<file path="src/verilog/rfs_defines.svh">
// register offsets, field positions, codes and reset values
`ifndef RFS_DEFINES_SVH
`define RFS_DEFINES_SVH
// ----------------------------------------
// register indices (byte address = 4 * index)
// ----------------------------------------
`define RFS_IDX_TX_MOD 6'h15
`define RFS_IDX_TX_SRC 6'h16
`define RFS_IDX_RX_SRC 6'h17
`define RFS_IDX_RX_THR 6'h18
`define RFS_IDX_DRV_CTL 6'h20
`define RFS_IDX_TEST_SEL 6'h21
`define RFS_IDX_STATUS 6'h22
// ----------------------------------------
// reset values and writable bit masks
// ----------------------------------------
`define RFS_RST_TX_MOD 8'h00
`define RFS_RST_TX_SRC 8'h10
`define RFS_RST_RX_SRC 8'h84
`define RFS_RST_RX_THR 8'h84
`define RFS_RST_DRV_CTL 8'h00
`define RFS_RST_TEST_SEL 8'h00
`define RFS_MSK_TX_MOD 8'h40
`define RFS_MSK_TX_SRC 8'h3f
`define RFS_MSK_RX_SRC 8'hff
`define RFS_MSK_RX_THR 8'hf7
`define RFS_MSK_DRV_CTL 8'h3f
`define RFS_MSK_TEST_SEL 8'h07
// ----------------------------------------
// field positions
// ----------------------------------------
`define RFS_FORCE_BIT 6
`define RFS_DRV_SRC_HI 5
`define RFS_DRV_SRC_LO 4
`define RFS_AUX_SRC_HI 3
`define RFS_AUX_SRC_LO 0
`define RFS_DEC_SRC_HI 7
`define RFS_DEC_SRC_LO 6
`define RFS_GUARD_HI 5
`define RFS_GUARD_LO 0
`define RFS_MIN_HI 7
`define RFS_MIN_LO 4
`define RFS_COLL_HI 2
`define RFS_COLL_LO 0
`define RFS_TBSEL_HI 2
`define RFS_TBSEL_LO 0
`define RFS_DRV_A_EN 0
`define RFS_DRV_B_EN 1
`define RFS_A_INV_ON 2
`define RFS_A_INV_OFF 3
`define RFS_B_INV_ON 4
`define RFS_B_INV_OFF 5
// ----------------------------------------
// source codes
// ----------------------------------------
`define RFS_DRV_TRI 2'h0
`define RFS_DRV_MILLER 2'h1
`define RFS_DRV_AUXIN 2'h2
`define RFS_DRV_HIGH 2'h3
`define RFS_AUX_TRI 4'h0
`define RFS_AUX_LOW 4'h1
`define RFS_AUX_HIGH 4'h2
`define RFS_AUX_TEST 4'h3
`define RFS_AUX_MILLER 4'h4
`define RFS_AUX_SERIAL 4'h5
`define RFS_AUX_DECODED 4'h7
`define RFS_DEC_LOW 2'h0
`define RFS_DEC_MANCH 2'h1
`define RFS_DEC_ANALOG 2'h2
`define RFS_DEC_NRZ 2'h3
`endif

</file>
<file path="src/verilog/rfs_pkg.sv">
// shared types of the front end source select block
package rfs_pkg;
   typedef logic [7:0] rfs_byte_t;
   typedef enum logic [1:0] {RFS_IDLE, RFS_GUARD, RFS_RECV} rfs_rx_state_t;
endpackage
</file>
<file path="src/verilog/rfs_frontend.sv">
// front end source select registers, driver muxes and receive guard
//
// Local design decision: register access over Wishbone.
`timescale 1ns/1ns
`include "rfs_defines.svh"
// Behaviour
// - force-full-keying bit 6 set gives full keying regardless of conductance.
// - driver source 00 tri-state, 01 Miller, 10 aux input, 11 high.
// - soft power-down tri-states drivers only when source code is 00.
// - with code 11 each driver level comes from its inversion bits.
// - aux output codes: tri, low, high, Miller, pre-Miller, decoded stream.
// - aux code 0011 routes the test bus bit picked by selector.
// - decoder input 00 low, 01 Manchester aux input, 10 analog receiver.
// - decoder code 11 takes NRZ aux input; software uses above 106 kBd.
// - after transmit, receiver waits the six-bit guard count of bit-clocks.
// - receiver input is ignored while the guard delay runs.
// - receive-only command starts receiving without the guard delay.
// - all other commands apply the guard delay before reception.
// - guard counter also starts when an external field switches on.
// - decoder ignores input weaker than the four-bit minimum level.
// - collision only when weaker half-bit reaches level relative to stronger.
// - driver inverts by on-bit when enabled, by off-bit when disabled.
module rfs_frontend
#(
   parameter int GUARD_W = 6
)
(
   input wire logic MCLK,
   input wire logic RST_N,
   input wire logic [7:0] ADR_I,
   input wire logic [31:0] DAT_I,
   output logic [31:0] DAT_O,
   input wire logic WE_I,
   input wire logic [3:0] SEL_I,
   input wire logic STB_I,
   input wire logic CYC_I,
   output logic ACK_O,
   input wire logic MILLER_ENV,
   input wire logic TX_SERIAL,
   input wire logic RX_DECODED,
   input wire logic [7:0] TEST_BUS,
   input wire logic ANALOG_RX,
   input wire logic AUX_MOD_IN,
   input wire logic RF_FIELD_ON,
   input wire logic SOFT_PWRDN,
   input wire logic CMD_START,
   input wire logic CMD_RECV_ONLY,
   input wire logic TX_DONE,
   input wire logic RX_STOP,
   input wire logic BIT_CLK_EN,
   input wire logic [3:0] SIG_STRENGTH,
   input wire logic COLL_VALID,
   input wire logic [7:0] WEAK_AMP,
   input wire logic [7:0] STRONG_AMP,
   output logic FULL_KEYING,
   output logic DRV_A_O,
   output logic DRV_A_OE_N,
   output logic DRV_B_O,
   output logic DRV_B_OE_N,
   output logic AUX_OUT_O,
   output logic AUX_OUT_OE_N,
   output logic DECODER_IN,
   output logic DECODER_NRZ,
   output logic RX_ACTIVE,
   output logic COLLISION
);
   import rfs_pkg::*;

   // ----------------------------------------
   // register storage
   // ----------------------------------------
   rfs_byte_t tx_mod_q;
   rfs_byte_t tx_src_q;
   rfs_byte_t rx_src_q;
   rfs_byte_t rx_thr_q;
   rfs_byte_t drv_ctl_q;
   rfs_byte_t test_sel_q;
   logic ack_q;
   logic [5:0] idx;
   logic wr_en;
   rfs_byte_t rd_d;
   rfs_byte_t status;

   // ----------------------------------------
   // pin synchronisers
   // ----------------------------------------
   logic aux_in_m_q;
   logic aux_in_q;
   logic field_m_q;
   logic field_q;
   logic field_prev_q;
   logic field_rise;

   always_ff @(posedge MCLK or negedge RST_N)
   begin
      if (!RST_N)
      begin
         aux_in_m_q <= 1'b0;
         aux_in_q <= 1'b0;
         field_m_q <= 1'b0;
         field_q <= 1'b0;
         field_prev_q <= 1'b0;
      end
      else
      begin
         aux_in_m_q <= AUX_MOD_IN;
         aux_in_q <= aux_in_m_q;
         field_m_q <= RF_FIELD_ON;
         field_q <= field_m_q;
         field_prev_q <= field_q;
      end
   end
   assign field_rise = field_q & ~field_prev_q;

   // ----------------------------------------
   // wishbone slave, one wait state
   // ----------------------------------------
   assign idx = ADR_I[7:2];
   assign wr_en = CYC_I & STB_I & WE_I & SEL_I[0] & ack_q;

   always_ff @(posedge MCLK or negedge RST_N)
   begin
      if (!RST_N)
         ack_q <= 1'b0;
      else
         ack_q <= CYC_I & STB_I & ~ack_q;
   end
   assign ACK_O = ack_q;

   // writes land at the ack edge, reserved bits kept zero
   always_ff @(posedge MCLK or negedge RST_N)
   begin
      if (!RST_N)
      begin
         tx_mod_q <= `RFS_RST_TX_MOD;
         tx_src_q <= `RFS_RST_TX_SRC;
         rx_src_q <= `RFS_RST_RX_SRC;
         rx_thr_q <= `RFS_RST_RX_THR;
         drv_ctl_q <= `RFS_RST_DRV_CTL;
         test_sel_q <= `RFS_RST_TEST_SEL;
      end
      else if (wr_en)
      begin
         case (idx)
            `RFS_IDX_TX_MOD: tx_mod_q <= DAT_I[7:0] & `RFS_MSK_TX_MOD;
            `RFS_IDX_TX_SRC: tx_src_q <= DAT_I[7:0] & `RFS_MSK_TX_SRC;
            `RFS_IDX_RX_SRC: rx_src_q <= DAT_I[7:0] & `RFS_MSK_RX_SRC;
            `RFS_IDX_RX_THR: rx_thr_q <= DAT_I[7:0] & `RFS_MSK_RX_THR;
            `RFS_IDX_DRV_CTL: drv_ctl_q <= DAT_I[7:0] & `RFS_MSK_DRV_CTL;
            `RFS_IDX_TEST_SEL: test_sel_q <= DAT_I[7:0] & `RFS_MSK_TEST_SEL;
            default: ;
         endcase
      end
   end

   always_comb
   begin
      case (idx)
         `RFS_IDX_TX_MOD: rd_d = tx_mod_q;
         `RFS_IDX_TX_SRC: rd_d = tx_src_q;
         `RFS_IDX_RX_SRC: rd_d = rx_src_q;
         `RFS_IDX_RX_THR: rd_d = rx_thr_q;
         `RFS_IDX_DRV_CTL: rd_d = drv_ctl_q;
         `RFS_IDX_TEST_SEL: rd_d = test_sel_q;
         `RFS_IDX_STATUS: rd_d = status;
         default: rd_d = 8'h00;
      endcase
   end

   always_ff @(posedge MCLK or negedge RST_N)
   begin
      if (!RST_N)
         DAT_O <= 32'h0000_0000;
      else if (CYC_I & STB_I & ~ack_q & ~WE_I)
         DAT_O <= {24'h00_0000, rd_d};
   end

   // ----------------------------------------
   // field views
   // ----------------------------------------
   logic [1:0] drv_src;
   logic [3:0] aux_src;
   logic [1:0] dec_src;
   logic [GUARD_W-1:0] guard_cnt;
   logic [3:0] min_level;
   logic [2:0] coll_level;
   logic [2:0] tb_sel;

   assign drv_src = tx_src_q[`RFS_DRV_SRC_HI:`RFS_DRV_SRC_LO];
   assign aux_src = tx_src_q[`RFS_AUX_SRC_HI:`RFS_AUX_SRC_LO];
   assign dec_src = rx_src_q[`RFS_DEC_SRC_HI:`RFS_DEC_SRC_LO];
   assign guard_cnt = rx_src_q[`RFS_GUARD_HI:`RFS_GUARD_LO];
   assign min_level = rx_thr_q[`RFS_MIN_HI:`RFS_MIN_LO];
   assign coll_level = rx_thr_q[`RFS_COLL_HI:`RFS_COLL_LO];
   assign tb_sel = test_sel_q[`RFS_TBSEL_HI:`RFS_TBSEL_LO];

   // ----------------------------------------
   // antenna drivers
   // ----------------------------------------
   logic drv_raw;
   logic a_inv;
   logic b_inv;

   // power-down does not tri-state unless code is tri
   always_comb
   begin
      case (drv_src)
         `RFS_DRV_MILLER: drv_raw = MILLER_ENV;
         `RFS_DRV_AUXIN: drv_raw = aux_in_q;
         `RFS_DRV_HIGH: drv_raw = 1'b1;
         default: drv_raw = 1'b0;
      endcase
   end

   assign a_inv = drv_ctl_q[`RFS_DRV_A_EN] ? drv_ctl_q[`RFS_A_INV_ON]
                                           : drv_ctl_q[`RFS_A_INV_OFF];
   assign b_inv = drv_ctl_q[`RFS_DRV_B_EN] ? drv_ctl_q[`RFS_B_INV_ON]
                                           : drv_ctl_q[`RFS_B_INV_OFF];

   always_ff @(posedge MCLK or negedge RST_N)
   begin
      if (!RST_N)
      begin
         DRV_A_O <= 1'b0;
         DRV_B_O <= 1'b0;
         DRV_A_OE_N <= 1'b1;
         DRV_B_OE_N <= 1'b1;
         FULL_KEYING <= 1'b0;
      end
      else
      begin
         DRV_A_O <= drv_raw ^ a_inv;
         DRV_B_O <= drv_raw ^ b_inv;
         DRV_A_OE_N <= (drv_src == `RFS_DRV_TRI);
         DRV_B_OE_N <= (drv_src == `RFS_DRV_TRI);
         FULL_KEYING <= tx_mod_q[`RFS_FORCE_BIT];
      end
   end

   // ----------------------------------------
   // auxiliary output pin
   // ----------------------------------------
   logic aux_d;
   logic aux_oe_n_d;

   always_comb
   begin
      aux_oe_n_d = 1'b0;
      case (aux_src)
         `RFS_AUX_LOW: aux_d = 1'b0;
         `RFS_AUX_HIGH: aux_d = 1'b1;
         `RFS_AUX_TEST: aux_d = TEST_BUS[tb_sel];
         `RFS_AUX_MILLER: aux_d = MILLER_ENV;
         `RFS_AUX_SERIAL: aux_d = TX_SERIAL;
         `RFS_AUX_DECODED: aux_d = RX_DECODED;
         default:
         begin
            aux_d = 1'b0;
            aux_oe_n_d = 1'b1;
         end
      endcase
   end

   always_ff @(posedge MCLK or negedge RST_N)
   begin
      if (!RST_N)
      begin
         AUX_OUT_O <= 1'b0;
         AUX_OUT_OE_N <= 1'b1;
      end
      else
      begin
         AUX_OUT_O <= aux_d;
         AUX_OUT_OE_N <= aux_oe_n_d;
      end
   end

   // ----------------------------------------
   // receive guard sequencer
   // ----------------------------------------
   rfs_rx_state_t state_q;
   logic [GUARD_W-1:0] cnt_q;
   logic guard_start;

   // every command but receive-only waits the guard
   assign guard_start = (TX_DONE & ~CMD_RECV_ONLY) | field_rise;

   always_ff @(posedge MCLK or negedge RST_N)
   begin
      if (!RST_N)
      begin
         state_q <= RFS_IDLE;
         cnt_q <= '0;
      end
      else if (RX_STOP)
         state_q <= RFS_IDLE;
      else if (CMD_START & CMD_RECV_ONLY)
         state_q <= RFS_RECV;
      else if (guard_start)
      begin
         cnt_q <= guard_cnt;
         state_q <= (guard_cnt == '0) ? RFS_RECV : RFS_GUARD;
      end
      else
      begin
         case (state_q)
            RFS_GUARD:
            begin
               if (BIT_CLK_EN)
               begin
                  cnt_q <= cnt_q - 1'b1;
                  if (cnt_q == {{(GUARD_W-1){1'b0}}, 1'b1})
                     state_q <= RFS_RECV;
               end
            end
            RFS_RECV: ;
            RFS_IDLE: ;
            default: state_q <= RFS_IDLE;
         endcase
      end
   end

   assign RX_ACTIVE = (state_q == RFS_RECV);

   // ----------------------------------------
   // decoder input and thresholds
   // ----------------------------------------
   logic dec_raw;
   logic strong_ok;
   logic [10:0] weak_scaled;
   logic [10:0] strong_scaled;

   always_comb
   begin
      case (dec_src)
         `RFS_DEC_MANCH: dec_raw = aux_in_q;
         `RFS_DEC_ANALOG: dec_raw = ANALOG_RX;
         `RFS_DEC_NRZ: dec_raw = aux_in_q;
         default: dec_raw = 1'b0;
      endcase
   end

   assign strong_ok = (SIG_STRENGTH >= min_level);
   assign weak_scaled = {WEAK_AMP, 3'h0};
   assign strong_scaled = STRONG_AMP * coll_level;

   always_ff @(posedge MCLK or negedge RST_N)
   begin
      if (!RST_N)
      begin
         DECODER_IN <= 1'b0;
         DECODER_NRZ <= 1'b0;
         COLLISION <= 1'b0;
      end
      else
      begin
         // guard time and weak input both blank the decoder
         DECODER_IN <= dec_raw & RX_ACTIVE & strong_ok;
         DECODER_NRZ <= (dec_src == `RFS_DEC_NRZ);
         COLLISION <= COLL_VALID & RX_ACTIVE & strong_ok &
                      (weak_scaled >= strong_scaled);
      end
   end

   // ----------------------------------------
   // status view
   // ----------------------------------------
   assign status = {4'h0, field_q, COLLISION,
                    state_q == RFS_GUARD, RX_ACTIVE};
endmodule

</file>
<file path="config.mk">
export PLATFORM = sky130hd
export DESIGN_NAME = rfs_frontend
export DESIGN_NICKNAME = d
export VERILOG_FILES = /design/src/verilog/rfs_pkg.sv /design/src/verilog/rfs_frontend.sv
export VERILOG_INCLUDE_DIRS = /design/src /design/src/verilog
export SDC_FILE = /design/constraint.sdc
export NUM_CORES = 1
export LEC_CHECK = 0
export BUFFER_PORTS_ARGS = -buffer_cell sky130_fd_sc_hd__buf_2
export CAP_MARGIN = 20
export CORE_MARGIN = 4
export CORE_UTILIZATION = 45
export CTS_CLUSTER_DIAMETER = 50
export DETAILED_ROUTE_END_ITERATION = 10
export PLACE_DENSITY = 0.79
export SYNTH_ARGS = -nofsm -noshare
export SYNTH_HDL_FRONTEND = slang
export SYNTH_SLANG_ARGS = --single-unit
</file>
<file path="constraint.sdc">
create_clock -name MCLK -period 3.7 [get_ports MCLK]
set_input_delay 0.555 -clock MCLK [delete_from_list [all_inputs] [get_ports MCLK]]
set_output_delay 0.555 -clock MCLK [all_outputs]
set_load 0.1 [all_outputs]
</file>
==> results.py, run 1 <==
metrics = {
    "outcome": {
        "outcome": "finished clean",
    },
    "clocking": {
        "cts_made_buffers": 9,
        "post_cts.repair.setup_buffers": 0,
        "ctsHoldBuffers": 0,
        "cts_tree": "yes",
        "cts.repair.resized": 0,
        "cts_root_buffer": "clkbuf_8",
        "cts.sinks": 62,
        "clk_latency_ns": 0.34,
        "clk_path_buf_depth": 2,
        "h-tree-depth": 3,
        "clkTransAtPathRegs_ns": 0.07,
    },
    "logic_synthesis": {
        "synth.area.mux_share_pct": 11.22,
        "syn_inst": 387,
        "synth_top_family_by_area": "simple AND/OR/NAND/NOR gates",
        "ys_ff_latch": 62,
        "synth_top_area_share_pct": 34.95,
        "synthXorXnorAreaFrac_pct": 2.002,
        "syn_avg_cell_area_um2": 10.17,
        "synth_area_leaders": "dfrtp_1, mux2_2, ha_1",
        "ys.flop_type": "dfrtp_1",
        "ys_warn_count": 0,
        "yosysMostFrequentCell": "dfrtp_1",
        "syn_area_um2": 3938,
        "synthTopCellsByCount": "dfrtp_1, nand2_1, mux2_2",
        "synth_compound_area_share_pct": 11.28,
        "ys_types": 56,
        "yosysSeqAreaShare_pct": 39.63,
        "synthAdderAreaFrac_pct": 11.19,
        "yosys.area_share.simple_pct": 17.10,
        "synth_edf_count": 0,
        "yosysTopAreaCell": "dfrtp_1",
        "async_flop_share_pct": 100.0,
    },
    "flow_run": {
        "drv_cap": 0,
    },
    "critical_path": {
        "worstPathRequired_ns": 3.92,
        "rrSetupSlack_ns": 0.28,
        "worst_setup_path_start_kind": "flop",
        "cp_max_fo": 10,
        "end_kind": "flop",
        "rr_startpoint": "rx_thr_q[0]",
        "crit_type": "reg -> reg",
        "r2r-end": "COLLISION",
        "worstPathArrival_ns": 3.64,
        "reg2reg_depth": 14,
        "critPathLaunch": "rx_thr_q[0]",
    },
    "final_layout": {
        "antenna_cells": 0,
        "syn2layout_area_growth_pct": 15.28,
        "layout.nets": 591,
        "postLayoutCoreUtil_pct": 54.16,
        "drive_above_1_share_pct": 29.75,
    },
    "die": {
        "die_area_um2": 10310,
        "coreArea_um2": 8382,
        "die_w_um": 101.5,
        "fp.dieH_um": 101.5,
        "initial_utilization_pct": 46.98,
        "io_pins": 134,
        "rows": 33,
    },
    "timing": {
        "fin_crit_ns": 3.417,
        "fmax_ghz": 0.2926,
        "finalSetupViolations": 0,
        "slew_viol_final": 0,
        "rsz0062_at_grt": "false",
        "worst_pin_slew_ns": 0.7374,
        "skew_ns": 0.01306,
        "slew_headroom_pct": 50.58,
        "finalHoldViolations": 0,
        "fin_tns_setup_ns": 0,
        "fin_crit_sh_pct": 92.36,
    },
    "routing": {
        "drt_iter0_drc": 165,
        "antenna_left": 0,
        "wl_met2_mm": 4.410,
        "drc_errors": 0,
        "drt-total-wl_mm": 9.048,
        "wl_per_cell_um": 15.63,
        "met3_length_um": 613,
        "routed.top_layer": "met4",
        "via_per_inst": 5.304,
        "routed-via-count": 3071,
        "wl_met1_mm": 3.810,
        "drtPass1Iterations": 4,
    },
    "placed_design": {
        "post-dp-hpwl_mm": 7.247,
        "place.gp.congestion": 0.7940,
        "io_buffers": 79,
    },
    "global_routing": {
        "grt_overflow_total": 0,
        "track_usage_pct": 18.51,
        "grt_max_degree": 35,
        "grt_pass1_wl_mm": 14.88,
        "antenna_found_initial": 0,
        "grt_pass1_vias": 3181,
    },
    "pwr": {
        "power.total_w": 0.001800,
        "p_leak_nw": 2.255,
        "ir_drop_mv": 0.1997,
        "power_density_nw_per_um2": 396.6,
    },
    "hold_path": {
        "hp-class": "in -> async",
    },
}
==> worst max-delay path, cell delays in order (launching register included) <==
cell	delay, ns
dfrtp_1	0.48
and2_1	0.20
fa_1	0.48
ha_1	0.16
inv_1	0.05
fa_1	0.40
nor2b_1	0.12
o21ai_0	0.10
a21oi_1	0.21
a211oi_1	0.07
or3_1	0.38
ha_1	0.30
o21a_1	0.11
o2111ai_1	0.18
a21oi_1	0.07
==> through the flow <==
step	instances	hold WS, ns	setup WS (ns)	instance area, um^2
after floorplan	410	0.2594	0.3197	4024
after global placement	564	0.3326	0.1227	4345
after detailed placement	564	0.3347	0.05908	4345
after CTS	579	0.2350	0.2785	4538
after global routing	579	0.2747	0.04591	4539
final	579	0.2218	0.2828	4539
==> layout make-up <==
| cell class | instances | area [um^2] |
|---|---|---|
| flip-flops and latches | 62 | 1560 |
| clock buffers | 14 | 162.7 |
| inverters | 20 | 75.07 |
| clock inverters | 1 | 30.03 |
| multi-input cells | 296 | 2170 |
| repair buffers | 81 | 410.4 |
| fillers | 752 | 3842 |
| well taps | 105 | 131.4 |
==> flip-flops by register name, summed over array words and instances, names as in the netlist, 2 cells and up <==
| register | count |
|---|---|
| tx_src_q | 6 |
| test_sel_q | 3 |
| state_q | 2 |
| drv_ctl_q | 6 |
| DAT_O | 8 |
| cnt_q | 6 |
| rx_src_q | 8 |
| rx_thr_q | 7 |
==> cell usage in the layout (no fill, tap or decap), types with 16 or more instances in the layout <==
cell type,instances
a21oi_1,19
and2_1,16
buf_2,79
conb_1,24
dfrtp_1,55
ha_1,24
inv_1,20
mux2_2,29
nand2_1,41
nor2_1,25
==> worst max-delay path by stage <==
stage	slack, ns	cells after the start	to
floorplan	0.32	14	COLLISION
global placement	0.12	15	COLLISION
detailed placement	0.06	15	COLLISION
CTS	0.28	13	COLLISION
global route	0.05	13	COLLISION
finish	0.28	14	COLLISION
==> cell families (layout without fill, tap and decap cells) <==
| group | Yosys count | in the layout |
|---|---|---|
| compound gates | 68 | 68 |
| xor+xnor | 9 | 9 |
| fa+ha+maj | 31 | 31 |
| buf+inv | 52 | 116 |
| flops | 62 | 62 |
| mux | 38 | 38 |
| other cells | 1 | 24 |
| simple gates | 126 | 126 |
==> report_power, final <==
group / leakage [nW] / internal [W] / total [W] / switching [W]
logic: 1.38 / 0.0000938 / 0.000457 / 0.000363
registers: 0.781 / 0.000720 / 0.000755 / 0.0000347
clock network: 0.0968 / 0.000345 / 0.000588 / 0.000243
total: 2.25 / 0.00116 / 0.00180 / 0.000641
==> per-layer routing <==
layer  GRT usage [%]  up-vias
met5               0        -
met4           8.180        0
met3           3.375       17
met2           31.44      106
met1           23.01     1455
li1                -     1493
Power figures use the tool's default switching activity.
==> inputs of run 2 (changes only) <==
--- a/config.mk
+++ b/config.mk
@@ -12,7 +12,7 @@
 export CORE_UTILIZATION = 45
 export CTS_CLUSTER_DIAMETER = 50
 export DETAILED_ROUTE_END_ITERATION = 10
-export PLACE_DENSITY = 0.79
+export PLACE_DENSITY = 0.73
 export SYNTH_ARGS = -nofsm -noshare
 export SYNTH_HDL_FRONTEND = slang
 export SYNTH_SLANG_ARGS = --single-unit
==> results.py, run 2 (same netlist as run 1, synthesis figures left out) <==
metrics = {
    "pwr": {
        "p_sw_w": 0.0006781,
        "power.total_w": 0.001942,
        "power_frac_seq_pct": 38.8,
        "power_frac_comb_pct": 23.5,
        "p_int_w": 0.001264,
        "pwr-share-clk_pct": 37.8,
        "power_density_nw_per_um2": 422.9,
        "ir_drop_mv": 0.2250,
        "p_leak_nw": 2.280,
        "switching_share_pct": 34.92,
    },
    "final_layout": {
        "fillers": 776,
        "final_common_cell": "buf_2",
        "drive_above_1_share_pct": 30.74,
        "layout.nets": 591,
        "layout_common_cells": "buf_2, dfrtp_1, nand2_1, mux2_2, nor2_1",
        "antenna_cells": 0,
        "largest_registers": "DAT_O: 8 flops, rx_src_q: 8 flops, rx_thr_q: 7 flops",
        "fin_area_um2": 4592,
        "layout.cells.non_filler": 580,
        "syn2layout_area_growth_pct": 16.62,
    },
    "global_routing": {
        "grt_max_degree": 45,
        "grt_pass1_wl_mm": 14.83,
        "grt_overflow_total": 0,
        "grt_pass1_vias": 3056,
        "track_usage_pct": 18.49,
        "antenna_found_initial": 0,
    },
    "timing": {
        "fin_crit_ns": 3.468,
        "skew_ns": 0.009880,
        "fmax_ghz": 0.2883,
        "holdWs_ns": 0.1410,
        "fin_crit_sh_pct": 93.74,
        "rsz0062_at_grt": "false",
        "worst_pin_slew_ns": 0.7161,
        "slew_viol_final": 0,
        "finalSetupViolations": 0,
        "slew_headroom_pct": 52.00,
        "fin_tns_setup_ns": 0,
        "finalHoldViolations": 0,
    },
    "die": {
        "die_w_um": 101.5,
        "rows": 33,
        "die_area_um2": 10310,
        "initial_utilization_pct": 46.98,
        "fp.dieH_um": 101.5,
        "coreArea_um2": 8382,
        "io_pins": 134,
    },
    "critical_path": {
        "end_kind": "flop",
        "worstPathArrival_ns": 3.69,
        "worst_setup_path_start_kind": "flop",
        "max_stage_delay_ns": 0.57,
        "crit_type": "reg -> reg",
        "critical-path-top-delay-family": "adder cells",
        "worstPathCellList": "and2_1 > fa_1 > inv_1 > fa_1 > nor2b_1 > o21ai_0 > a21oi_1 > a211oi_1 > or3_1 > ha_1 > o21a_1 > o2111ai_1 > a21oi_1",
        "worstPathRequired_ns": 3.92,
        "crit_buf_inv": 1,
        "cp_max_fo": 10,
        "slowest_stage": "fa_1",
    },
    "placed_design": {
        "place.gp.congestion": 0.8556,
        "dp.cells": 564,
        "io_buffers": 79,
        "post-dp-hpwl_mm": 7.268,
        "placed_area_um2": 4345,
    },
    "routing": {
        "drt-total-wl_mm": 9.206,
        "via_per_inst": 5.257,
        "drc_errors": 0,
        "drtPass1Iterations": 4,
        "antenna_left": 0,
        "routed-via-count": 3049,
        "drt_iter0_drc": 206,
        "wl_per_cell_um": 15.87,
    },
    "clocking": {
        "cts_root_buffer": "clkbuf_8",
        "clk_latency_ns": 0.35,
        "cts.repair.resized": 0,
        "cts_made_buffers": 9,
        "cts_tree": "yes",
        "post_cts.repair.setup_buffers": 0,
        "clk_path_buf_depth": 2,
        "clkTransAtPathRegs_ns": 0.08,
        "cts.sinks": 62,
        "h-tree-depth": 3,
        "ctsHoldBuffers": 0,
    },
    "hold_path": {
        "hp-class": "in -> async",
    },
    "outcome": {
        "outcome": "finished clean",
    },
    "flow_run": {
        "drv_cap": 0,
    },
}
-- run 2: layout make-up --
| class | instances | area (um^2) | area share [%] |
|---|---|---|---|
| sequential | 62 | 1562 | 34.01 |
| clock inverter | 7 | 121.4 | 2.643 |
| timing repair buffer | 81 | 410.4 | 8.937 |
| inverter | 20 | 75.07 | 1.635 |
| multi-input combinational | 296 | 2168 | 47.22 |
| tap | 105 | 131.4 | 2.861 |
| clock buffer | 9 | 123.9 | 2.698 |
-- run 2: worst paths after layout --
kind,end,cells after the start,slack [ns],startpoint
worst max-delay path,COLLISION,13,0.23,rx_thr_q[0]
worst min-delay path,cnt_q[3],1,0.14,RST_N
max in group asynchronous,rx_thr_q[1],2,2.62,RST_N
worst min register to register,aux_in_q,0,0.36,aux_in_m_q
min in group MCLK,aux_in_m_q,1,0.30,AUX_MOD_IN
worst max register to register,COLLISION,13,0.23,rx_thr_q[0]
-- run 2: power groups by stage --
stage               clock network [W]  registers, W  logic, W
floorplan                           0      0.000893  0.000239
CTS                          0.000748      0.000752  0.000458
detailed placement                  0      0.000765  0.000456
finish                       0.000734      0.000753  0.000456
global route                 0.000776      0.000759  0.000488
global placement                    0      0.000766  0.000448
-- run 2: through the flow --
step,utilization (%),worst slack (ns)
4_1_cts,54.77,0.2282
6_report,54.78,0.2316
3_3_place_gp,51.84,0.1232
2_1_floorplan,-,0.3197
5_1_grt,54.78,0.002438
3_5_place_dp,51.84,0.04804
-- run 2: worst register-to-register path, cell delays in order, from the launching register on --
cell and delay, ns:
dfrtp_1 0.48, and2_1 0.21, fa_1 0.57, inv_1 0.07, fa_1 0.46, nor2b_1 0.12
o21ai_0 0.10, a21oi_1 0.24, a211oi_1 0.07, or3_1 0.38, ha_1 0.30, o21a_1 0.11
o2111ai_1 0.17, a21oi_1 0.06
-- run 2: layer usage --
layer  share of wire, %  wire length [um]  track usage (%)  vias up
met4                1.4               125            5.624        0
met2                 49              4498            31.24       94
met3                5.9               539            4.614       14
met5                  0                 0                0        -
li1                   -                 -                -     1493
met1                 44              4043            23.43     1448
==> inputs of run 3 (changes only) <==
--- a/config.mk
+++ b/config.mk
@@ -6,7 +6,7 @@
 export SDC_FILE = /design/constraint.sdc
 export NUM_CORES = 1
 export LEC_CHECK = 0
-export BUFFER_PORTS_ARGS = -buffer_cell sky130_fd_sc_hd__buf_2
+export BUFFER_PORTS_ARGS = -buffer_cell sky130_fd_sc_hd__buf_4
 export CAP_MARGIN = 20
 export CORE_MARGIN = 4
 export CORE_UTILIZATION = 45
==> results.py, run 3 (same netlist as run 1, synthesis figures left out) <==
metrics = {
    "clocking": {
        "cts.repair.resized": 0,
        "h-tree-depth": 3,
        "clkTransAtPathRegs_ns": 0.07,
        "clk_latency_ns": 0.34,
        "post_cts.repair.setup_buffers": 0,
        "ctsHoldBuffers": 0,
        "cts_tree": "yes",
        "clk_path_buf_depth": 2,
        "cts_made_buffers": 9,
        "cts_root_buffer": "clkbuf_8",
        "cts.sinks": 62,
    },
    "timing": {
        "fin_tns_setup_ns": 0,
        "fin_crit_ns": 3.443,
        "skew_ns": 0.003447,
        "rsz0062_at_grt": "false",
        "fin_crit_sh_pct": 93.06,
        "worst_pin_slew_ns": 0.7753,
        "slew_viol_final": 0,
        "slew_headroom_pct": 48.31,
        "fin_ws_ns": 0.2568,
        "finalSetupViolations": 0,
        "finalHoldViolations": 0,
        "fmax_ghz": 0.2904,
    },
    "final_layout": {
        "layout.cells.non_filler": 580,
        "drive_above_1_share_pct": 30.11,
        "seq_area_um2": 1560,
        "fillers": 752,
        "multi_input_area_um2": 2168,
        "layout.nets": 591,
        "layout_common_cells": "buf_4, dfrtp_1, nand2_1, mux2_2, nor2_1",
        "antenna_cells": 0,
        "largest_registers": "DAT_O: 8 flops, rx_src_q: 8 flops, rx_thr_q: 7 flops",
        "postLayoutCoreUtil_pct": 56.61,
        "syn2layout_area_growth_pct": 20.50,
        "final_common_cell": "buf_4",
    },
    "critical_path": {
        "crit_buf_inv": 1,
        "reg2reg_depth": 13,
        "crit_cells": 13,
        "critPathLaunch": "rx_thr_q[1]",
        "r2r-end": "COLLISION",
        "worst_setup_path_start_kind": "flop",
        "worstPathArrival_ns": 3.66,
        "critical-path-top-delay-family": "adder cells",
        "worstPathRequired_ns": 3.92,
        "max_stage_delay_ns": 0.50,
        "rrSetupSlack_ns": 0.26,
        "crit_type": "reg -> reg",
        "slowest_stage": "fa_1",
        "cp_max_fo": 10,
        "rr_startpoint": "rx_thr_q[1]",
        "crit_path_end": "COLLISION",
        "worstPathCellList": "and2_1 > fa_1 > ha_1 > inv_1 > fa_1 > nor2b_1 > o21ai_0 > a21oi_1 > a211oi_1 > or3_1 > ha_1 > a211oi_1 > a21oi_1",
        "end_kind": "flop",
    },
    "die": {
        "coreArea_um2": 8382,
        "die_w_um": 101.5,
        "initial_utilization_pct": 46.98,
        "rows": 33,
        "fp.dieH_um": 101.5,
        "io_pins": 134,
        "die_area_um2": 10310,
    },
    "global_routing": {
        "track_usage_pct": 18.02,
        "antenna_found_initial": 0,
        "grt_max_degree": 63,
        "grt_overflow_total": 0,
        "grt_pass1_wl_mm": 14.47,
        "grt_pass1_vias": 2994,
    },
    "routing": {
        "drt_iter0_drc": 144,
        "drtPass1Iterations": 4,
        "via_per_inst": 5.257,
        "drt-total-wl_mm": 9.017,
        "drc_errors": 0,
        "routed-via-count": 3049,
        "antenna_left": 0,
        "wl_per_cell_um": 15.55,
    },
    "placed_design": {
        "post-dp-hpwl_mm": 7.124,
        "dp_slack_ns": 0.02986,
        "dp.cells": 564,
        "io_buffers": 79,
        "place.gp.congestion": 0.8168,
    },
    "pwr": {
        "p_leak_nw": 2.322,
        "power_density_nw_per_um2": 388.0,
        "power.total_w": 0.001841,
        "ir_drop_mv": 0.3134,
    },
    "outcome": {
        "outcome": "finished clean",
    },
    "flow_run": {
        "drv_cap": 0,
    },
    "hold_path": {
        "hp-class": "in -> async",
    },
}
## run 3: cell count changes in the layout (fill, tap and decap cells not counted), sizes merged
cell | before | now
clkbuf | 9 | 13
bufinv | 3 | 1
clkinv | 3 | 1
clkinvlp | 0 | 1
inv | 21 | 20
## run 3: stage by stage
stage | hold slack (ns) | instance area (um^2)
CTS | 0.3021 | 4745
global route | 0.2965 | 4745
global placement | 0.3323 | 4543
detailed placement | 0.3362 | 4543
floorplan | 0.2594 | 4024
finish | 0.2822 | 4745
## run 3: how the worst min path moves through the flow
stage                       endpoint  cells past startpoint
after floorplan                ACK_O                      0
after global placement      aux_in_q                      0
after detailed placement    aux_in_q                      0
after CTS                 aux_in_m_q                      1
after global routing      aux_in_m_q                      1
final                       cnt_q[2]                      1
## run 3: area by class of cell
| cell class | count | share of cell area [%] |
|---|---|---|
| clock buffers | 13 | 3.349 |
| clock inverters | 3 | 0.8966 |
| inverters | 20 | 1.582 |
| multi-input cells | 296 | 45.70 |
| flip-flops and latches | 62 | 32.89 |
| well taps | 105 | 2.769 |
| repair buffers | 81 | 12.82 |
## run 3: power by group
part	switching, W	total (W)	internal (W)	leakage (nW)
Combinational	0.000361	0.000483	0.000122	1.44
Sequential	0.0000350	0.000755	0.000720	0.781
Clock	0.000256	0.000603	0.000347	0.0996
Total	0.000651	0.00184	0.00119	2.32
## run 3: routing by layer
metal | part of all wire (%) | up-vias | GRT usage [%] | routed length (um)
li1 | - | 1497 | - | -
met1 | 44 | 1449 | 23.62 | 3979
met2 | 48 | 91 | 29.73 | 4339
met3 | 6.1 | 12 | 4.408 | 552
met4 | 1.6 | 0 | 5.215 | 146
met5 | 0 | - | 0 | 0
